**config.mk**
```make
export PLATFORM = sky130hd
export DESIGN_NAME = dil_top
export DESIGN_NICKNAME = d
export VERILOG_FILES = /design/src/design/dil_pkg.sv /design/src/design/dil_fifo.sv /design/src/design/dil_top.sv
export SDC_FILE = /design/constraint.sdc
export NUM_CORES = 1
export LEC_CHECK = 0
export ABC_AREA = 1
export BUFFER_PORTS_ARGS = -buffer_cell sky130_fd_sc_hd__buf_2
export CORE_ASPECT_RATIO = 1.5
export CORE_MARGIN = 4
export CORE_UTILIZATION = 45
export DETAILED_ROUTE_END_ITERATION = 8
export GPL_TIMING_DRIVEN = 0
export REMOVE_ABC_BUFFERS = 1
export SLEW_MARGIN = 10
export SYNTH_ARGS = -nofsm -noshare
export SYNTH_HDL_FRONTEND = slang
export SYNTH_SLANG_ARGS = --single-unit
```
**constraint.sdc**
```tcl
create_clock -name clk -period 3 [get_ports clk]
set_input_delay 0.45 -clock clk [delete_from_list [all_inputs] [get_ports clk]]
set_output_delay 0.45 -clock clk [all_outputs]
set_load 0.01 [all_outputs]
```
**src/design/dil_pkg.sv**
```systemverilog
// Shared constants for the converter input latch control block.
package dil_pkg;

    // ==========================================================
    // Sample word layout
    localparam int          SAMPLE_W   = 8;
    localparam int          LSB_POS    = 0;
    localparam int          MSB_POS    = 7;
    localparam logic [7:0]  CODE_MAX   = 8'hff;
    localparam logic [7:0]  CODE_MID   = 8'h80;
    localparam logic [7:0]  CODE_MIN   = 8'h00;
    localparam logic [7:0]  RESET_CODE = 8'h00;

    // ==========================================================
    // Output current weights, in steps of full scale over 256
    localparam int          WEIGHT_W   = 9;
    localparam logic [8:0]  FULL_SCALE = 9'h100;
    localparam logic [8:0]  HALF_SCALE = 9'h080;
    localparam logic [8:0]  ZERO_SCALE = 9'h000;

    // ==========================================================
    // Input buffer
    localparam int          FIFO_DEPTH = 16;

    // ==========================================================
    // Timing
    localparam int          CLK_PERIOD_NS = 25;
    localparam int          PIPE_LATENCY  = 1;

endpackage : dil_pkg

```
**src/design/dil_fifo.sv**
```systemverilog
// Parameterised FIFO with a registered read word.
`timescale 1ns/1ps
`default_nettype none

module dil_fifo #(
    parameter int WIDTH = 8,
    parameter int DEPTH = 16
) (
    input  wire logic             clk,
    input  wire logic             reset,
    input  wire logic             in_valid,
    output logic                  in_ready,
    input  wire logic [WIDTH-1:0] in_data,
    output logic                  out_valid,
    input  wire logic             out_ready,
    output logic      [WIDTH-1:0] out_data
);

    // ==========================================================
    // Storage and pointers
    localparam int PW = $clog2(DEPTH);

    logic [WIDTH-1:0] mem [DEPTH];
    logic [PW-1:0]    wr_ptr;
    logic [PW-1:0]    rd_ptr;
    logic [PW:0]      count;
    logic [PW-1:0]    next_wr_ptr;
    logic [PW-1:0]    next_rd_ptr;
    logic [PW:0]      next_count;
    logic [WIDTH-1:0] next_out_data;
    logic             push;
    logic             pop;

    assign in_ready  = (count != DEPTH[PW:0]);
    assign out_valid = (count != '0);
    assign push      = in_valid && in_ready;
    assign pop       = out_valid && out_ready;

    // ==========================================================
    // Next state
    // The head word is kept in a register, so a write into the slot
    // that becomes the head in the same cycle is forwarded directly.
    always_comb begin
        next_wr_ptr = push ? wr_ptr + 1'b1 : wr_ptr;
        next_rd_ptr = pop ? rd_ptr + 1'b1 : rd_ptr;
        next_count  = count;
        if (push && !pop) begin
            next_count = count + 1'b1;
        end else if (pop && !push) begin
            next_count = count - 1'b1;
        end
        if (push && (next_rd_ptr == wr_ptr)) begin
            next_out_data = in_data;
        end else begin
            next_out_data = mem[next_rd_ptr];
        end
    end

    // ==========================================================
    // Registers
    always_ff @(posedge clk) begin
        if (push) begin
            mem[wr_ptr] <= in_data;
        end
        out_data <= next_out_data;
        if (reset) begin
            wr_ptr <= '0;
            rd_ptr <= '0;
            count  <= '0;
        end else begin
            wr_ptr <= next_wr_ptr;
            rd_ptr <= next_rd_ptr;
            count  <= next_count;
        end
    end

endmodule : dil_fifo

`default_nettype wire

```
**src/design/dil_top.sv**
```systemverilog
// Input latch, standby and reference control of the 8-bit converter.
`timescale 1ns/1ps
`default_nettype none

module dil_top (
    input  wire logic       clk,
    input  wire logic       reset,
    input  wire logic [7:0] sample_in,
    input  wire logic       sample_valid,
    output logic            sample_ready,
    input  wire logic       standby_request_pin,
    input  wire logic       standby_pin_driven,
    input  wire logic       ref_select_external,
    output logic      [7:0] latched_code,
    output logic      [8:0] true_current_output,
    output logic      [8:0] complement_current_output,
    output logic            in_standby,
    output logic            internal_ref_enable,
    output logic            reference_pin_input_mode
);

    // ==========================================================
    // Code to current weights

    // Full scale is 256 steps, so code 255 must map to the whole of
    // it for the all-ones case to leave nothing on the complement.
    function automatic logic [8:0] true_weight(input logic [7:0] code);
        logic [8:0] w;
        w = {1'b0, code};
        if (code == dil_pkg::CODE_MAX) begin
            w = dil_pkg::FULL_SCALE;
        end
        return w;
    endfunction : true_weight

    function automatic logic [8:0] comp_weight(input logic [7:0] code);
        return dil_pkg::FULL_SCALE - true_weight(code);
    endfunction : comp_weight

    // ==========================================================
    // Declarations
    logic       standby_level;
    logic       fifo_valid;
    logic       fifo_pop;
    logic [7:0] fifo_data;
    logic [7:0] master_code;
    logic [7:0] next_master_code;
    logic [7:0] next_latched_code;
    logic [8:0] next_true_current;
    logic [8:0] next_comp_current;
    logic       next_in_standby;
    logic       next_internal_ref;
    logic       next_ref_input;

    // ==========================================================
    // Input buffer
    dil_fifo #(
        .WIDTH (dil_pkg::SAMPLE_W),
        .DEPTH (dil_pkg::FIFO_DEPTH)
    ) u_fifo (
        .clk       (clk),
        .reset     (reset),
        .in_valid  (sample_valid),
        .in_ready  (sample_ready),
        .in_data   (sample_in),
        .out_valid (fifo_valid),
        .out_ready (fifo_pop),
        .out_data  (fifo_data)
    );

    // ==========================================================
    // Control pins

    // An undriven pin reads low, standing in for the internal pull-down.
    assign standby_level = standby_request_pin && standby_pin_driven;

    // While in standby the buffer is not drained, so it fills and the
    // source is stalled through its ready.
    assign fifo_pop = fifo_valid && !standby_level;

    // ==========================================================
    // Next values of the latch pipeline
    always_comb begin
        next_master_code  = master_code;
        next_latched_code = latched_code;
        if (!standby_level) begin
            if (fifo_pop) begin
                next_master_code = fifo_data;
            end
            next_latched_code = master_code;
        end
        next_in_standby = standby_level;
        next_true_current = dil_pkg::ZERO_SCALE;
        next_comp_current = dil_pkg::ZERO_SCALE;
        if (!standby_level) begin
            next_true_current = true_weight(next_latched_code);
            next_comp_current = comp_weight(next_latched_code);
        end
        next_internal_ref = !ref_select_external;
        next_ref_input    = ref_select_external;
    end

    // ==========================================================
    // Registers

    // Codes are cleared only by reset; standby leaves them untouched.
    always_ff @(posedge clk) begin
        if (reset) begin
            master_code               <= dil_pkg::RESET_CODE;
            latched_code              <= dil_pkg::RESET_CODE;
            true_current_output       <= dil_pkg::ZERO_SCALE;
            complement_current_output <= dil_pkg::FULL_SCALE;
            in_standby                <= 1'b0;
            internal_ref_enable       <= 1'b1;
            reference_pin_input_mode  <= 1'b0;
        end else begin
            master_code               <= next_master_code;
            latched_code              <= next_latched_code;
            true_current_output       <= next_true_current;
            complement_current_output <= next_comp_current;
            in_standby                <= next_in_standby;
            internal_ref_enable       <= next_internal_ref;
            reference_pin_input_mode  <= next_ref_input;
        end
    end
endmodule : dil_top

`default_nettype wire

```
==> Implementation_results.wiki <==
{| class="wikitable"
! Metric !! Value
|-
| Clock tree from TritonCTS || built
|-
| CTS H-Tree Depth || 4
|-
| Per-cell routed wire length || 16.9 um
|-
| Most used flip-flop cell after synthesis || edfxtp_1
|-
| Critical Path, Cell by Cell || buf_12, inv_2, o21ai_0, o21ai_0, o211ai_1, nand3_1, nand2_1, inv_1
|-
| Final instance count without filler cells || around 900
|-
| Final weighted congestion in routability-driven placement || approximately 0.8
|-
| Insertion delay to the later sink of the worst-skew pair || 410 ps
|-
| Total gr overflow || 0
|-
| Startpoint kind of the worst setup timing path || flip-flop
|-
| Via count of the first global-routing pass || 4,679
|-
| Cells after synthesis || roughly 660
|-
| Global-route wire length before repair || 23,600 um
|-
| Yosys top cell area share || 52.3%
|-
| Post-synthesis sequential element count || around 180
|-
| Placement Rows || between 50 and 60
|-
| Peak VDD IR || approximately 0.51 mV
|-
| Avg Synthesized Cell Area || ~11 um^2
|-
| FILL cells || 1,375
|-
| Post-route clock skew || 10.6 ps
|-
| Avg Vias per Cell || roughly 5.3
|-
| Area delta synth->final || 12.4%
|-
| RSZ-0062 raised after global routing || false
|-
| End point of the most critical hold path || internal_ref_enable
|-
| Max Buffers Root-to-Sink || 2
|-
| Cell with the biggest individual delay on the critical path || dfxtp_2
|-
| Share of post-route cells with drive strength above 1 || around 15%
|-
| Port bufs || 43
|-
| WHS Path Cells || 2
|-
| Max-Slew Margin vs Limit || ~29%
|-
| Signal arrival time at the worst endpoint || 3010 ps
|-
| Path type of the worst setup path || flip-flop to flip-flop
|-
| Outcome || complete, no violations
|-
| I/O pin cnt || 44
|-
| CTS Hold Buffers Added || 0
|-
| Hold wc startpoint || ref_select_external
|-
| Placeable core area || 0.0161 mm^2
|-
| Clock Pin Slew Worst Setup and Hold Paths || approximately 70 ps
|-
| First-pass iteration count of the detailed router || 5
|-
| Warnings from Yosys || 0
|-
| GRT met2 Usage || between 30 and 40%
|-
| Required time at the worst-slack endpoint || 3320 ps
|-
| Maximum net fanout on the critical path || 64
|-
| Global routing usage summed across all routing layers || around 17%
|-
| Total detailed-routing wirelength || 15,400 um
|-
| Root Buffer || clkbuf_16
|-
| Clk sink count || ~180
|-
| Static leakage power || approximately 3.1 nW
|-
| Met3 routing resource usage after global routing || between 3 and 4%
|-
| Delay of the slowest cell on the worst path || roughly 670 ps
|-
| Count of flip-flops with a built-in enable after synthesis || 128
|-
| Slew of the pin with the lowest slew margin || around 1100 ps
|-
| Pin count of the biggest net entering global routing || 65
|-
| Max-slew violation count || 0
|-
| Async set or reset register ratio after synthesis || 0%
|-
| Endpoint kind of the worst setup timing path || flip-flop
|-
| Cell area after placement || slightly below 0.008 mm^2
|-
| Sequential element share of the synthesized area || roughly 67%
|-
| Post-synthesis instance area || 0.00735 mm^2
|-
| Most frequent cell on the critical path || o21ai_0
|-
| Class of the tightest hold or removal check || primary input to flip-flop
|-
| GRT busiest layer || met2
|-
| Number of nets at the end of the flow || 720
|-
| Utilization of the core after routing || 51.3%
|-
| Placed wire-length estimate after detailed placement || ~10000 um
|-
| Fmax || about 370 MHz
|-
| Library cells used by synthesis || 35
|-
| Destination of the worst register-to-register timing path || master_code[2]
|-
| Height of the die || between 150 and 200 um
|-
| Multi-input gate area in the final layout || ~0.0021 mm^2
|-
| Crit share post-route || 89.8%
|-
| CTS Buf Count || 17
|-
| Combined flip-flop and latch cell area || about 0.0049 mm^2
|-
| DRC marker count from the first detailed-route iteration || 383
|-
| Antenna diode instance count || 0
|-
| Biggest area consumer among synthesized cells || edfxtp_1
|-
| Final hold violation count || 0
|-
| Biggest area contributors in the synthesized netlist || edfxtp_1, dfxtp_1, nor2_1, o21ai_0, o211ai_1
|-
| Final worst path period need || between 2000 and 3000 ps
|-
| Total placed cells including tap cells || 881
|-
| Overall power consumption || 7.53 mW
|-
| Fraction of met1 tracks used by global routing || a little under a fifth
|-
| Routed Antenna Nets || 0
|-
| Pwr per Cell Area || between 900 and 1000 mW/mm^2
|-
| Total die area || approximately 0.018 mm^2
|-
| Initial Utilization || 45.6%
|-
| DR vias || 4,869
|-
| DIE WIDTH || 112 um
|-
| Setup violators final || 0
|-
| Worst reg-to-reg path cell count || 8
|-
| Setup slack, reg-to-reg || roughly 300 ps
|-
| Number of antenna violations at the first check in global routing || 0
|-
| Fin Setup TNS || 0 ps
|-
| Max Cap Viol || 0
|-
| Remaining design rule violation count || 0
|-
| Post-route design area || ~0.0083 mm^2
|}
[report_power, final]
part / leakage (nW) / total [mW] / internal [mW] / switching (mW)
combinational: 1.20 / 2.23 / 0.808 / 1.42
sequential: 1.59 / 3.23 / 2.94 / 0.288
clock: 0.271 / 2.08 / 1.10 / 0.978
[stage by stage]
step	setup slack, ps	hold slack (ps)
floorplan	384	446
global placement	-1350	466
detailed placement	215	467
CTS	208	209
global route	65.9	229
finish	305	223
[cell families after synthesis]
group	share of synthesized area, %
and+or+nand+nor	14.3
buffers and inverters	4.37
AOI/OAI and AO/OA	11.9
adders and majority gates	2.14
xor gates and xnor gates	0.596
DFF	66.7
[how the worst max path moves through the flow]
stage / start / endpoint / cells after the start
after global placement: flip-flop / master_code[6] / 7
after global routing: u_fifo.count[0] / u_fifo.count[4] / 15
final: flip-flop / master_code[2] / 8
after floorplan: flip-flop / master_code[3] / 7
after CTS: u_fifo.count[1] / u_fifo.count[4] / 15
after detailed placement: u_fifo.count[1] / u_fifo.count[4] / 15
[cells in the mapped netlist, types with 2 or more instances]
library cell and n:
edfxtp_1 128, o211ai_1 37, nand2_1 48, buf_2 5
buf_6 3, o21ai_1 4, o21ai_0 83, a21oi_1 22
nor2_2 2, xnor2_1 4, nand2_4 9, dfxtp_1 53
ha_1 11, nand2_2 5, inv_2 2, o21ai_2 2
inv_1 34, nand4_1 3, clkbuf_1 23, nand3_1 28
nor2_1 144
[final cells by class]
| type | count | area share (%) |
|---|---|---|
| Clock buffer | 17 | 5.15 |
| Clock inverter | 15 | 1.62 |
| Inverter | 38 | 1.76 |
| Multi-Input combinational cell | 411 | 25.9 |
| Sequential cell | 181 | 59.4 |
| Tap cell | 206 | 3.12 |
| Timing Repair Buffer | 45 | 3.09 |
[state kept, by name, indices dropped and copies added, names as in the netlist, named ones only]
register	flops
reference_pin_input_mode	1
complement_current_output	8
u_fifo.mem	128
u_fifo.rd_ptr	4
internal_ref_enable	1
true_current_output	9
u_fifo.wr_ptr	4
in_standby	1
latched_code	8
master_code	8
u_fifo.count	5
[routing by layer]
metal  vias up  wire (um)
li1       2375          -
met1      2315       6190
met2       152       8080
met3        27        751
met4         0        426
met5         -          0
[worst max-delay path: cells and delay by family (launching register included)]
family | cells | cell delay [ps]
flip-flops | 1 | 670
AO/OA/AOI/OAI | 3 | 900
AND/OR/NAND/NOR | 2 | 260
buffers and inverters | 3 | 710
[layout by cell type, fill, tap and decap left out, drive strengths merged]
master    instances
inv              46
o31ai             1
clkbuf           17
xor2              1
nand2            62
clkinvlp          2
fa                1
nand4             3
nand3            28
or2               1
o21bai            1
edfxtp          128
a21oi            22
o221ai            1
o21ai            89
xnor2             4
clkinv            5
buf              45
nor4              1
dfxtp            53
o211ai           37
ha               11
nor2            147
o21a              1
[what timing repair did]
action,in CTS,in global routing
setup endpoints to repair,0,1
buffers inserted,0,0
resized for setup,0,2
No activity file was read; power rests on OpenSTA's default activity.
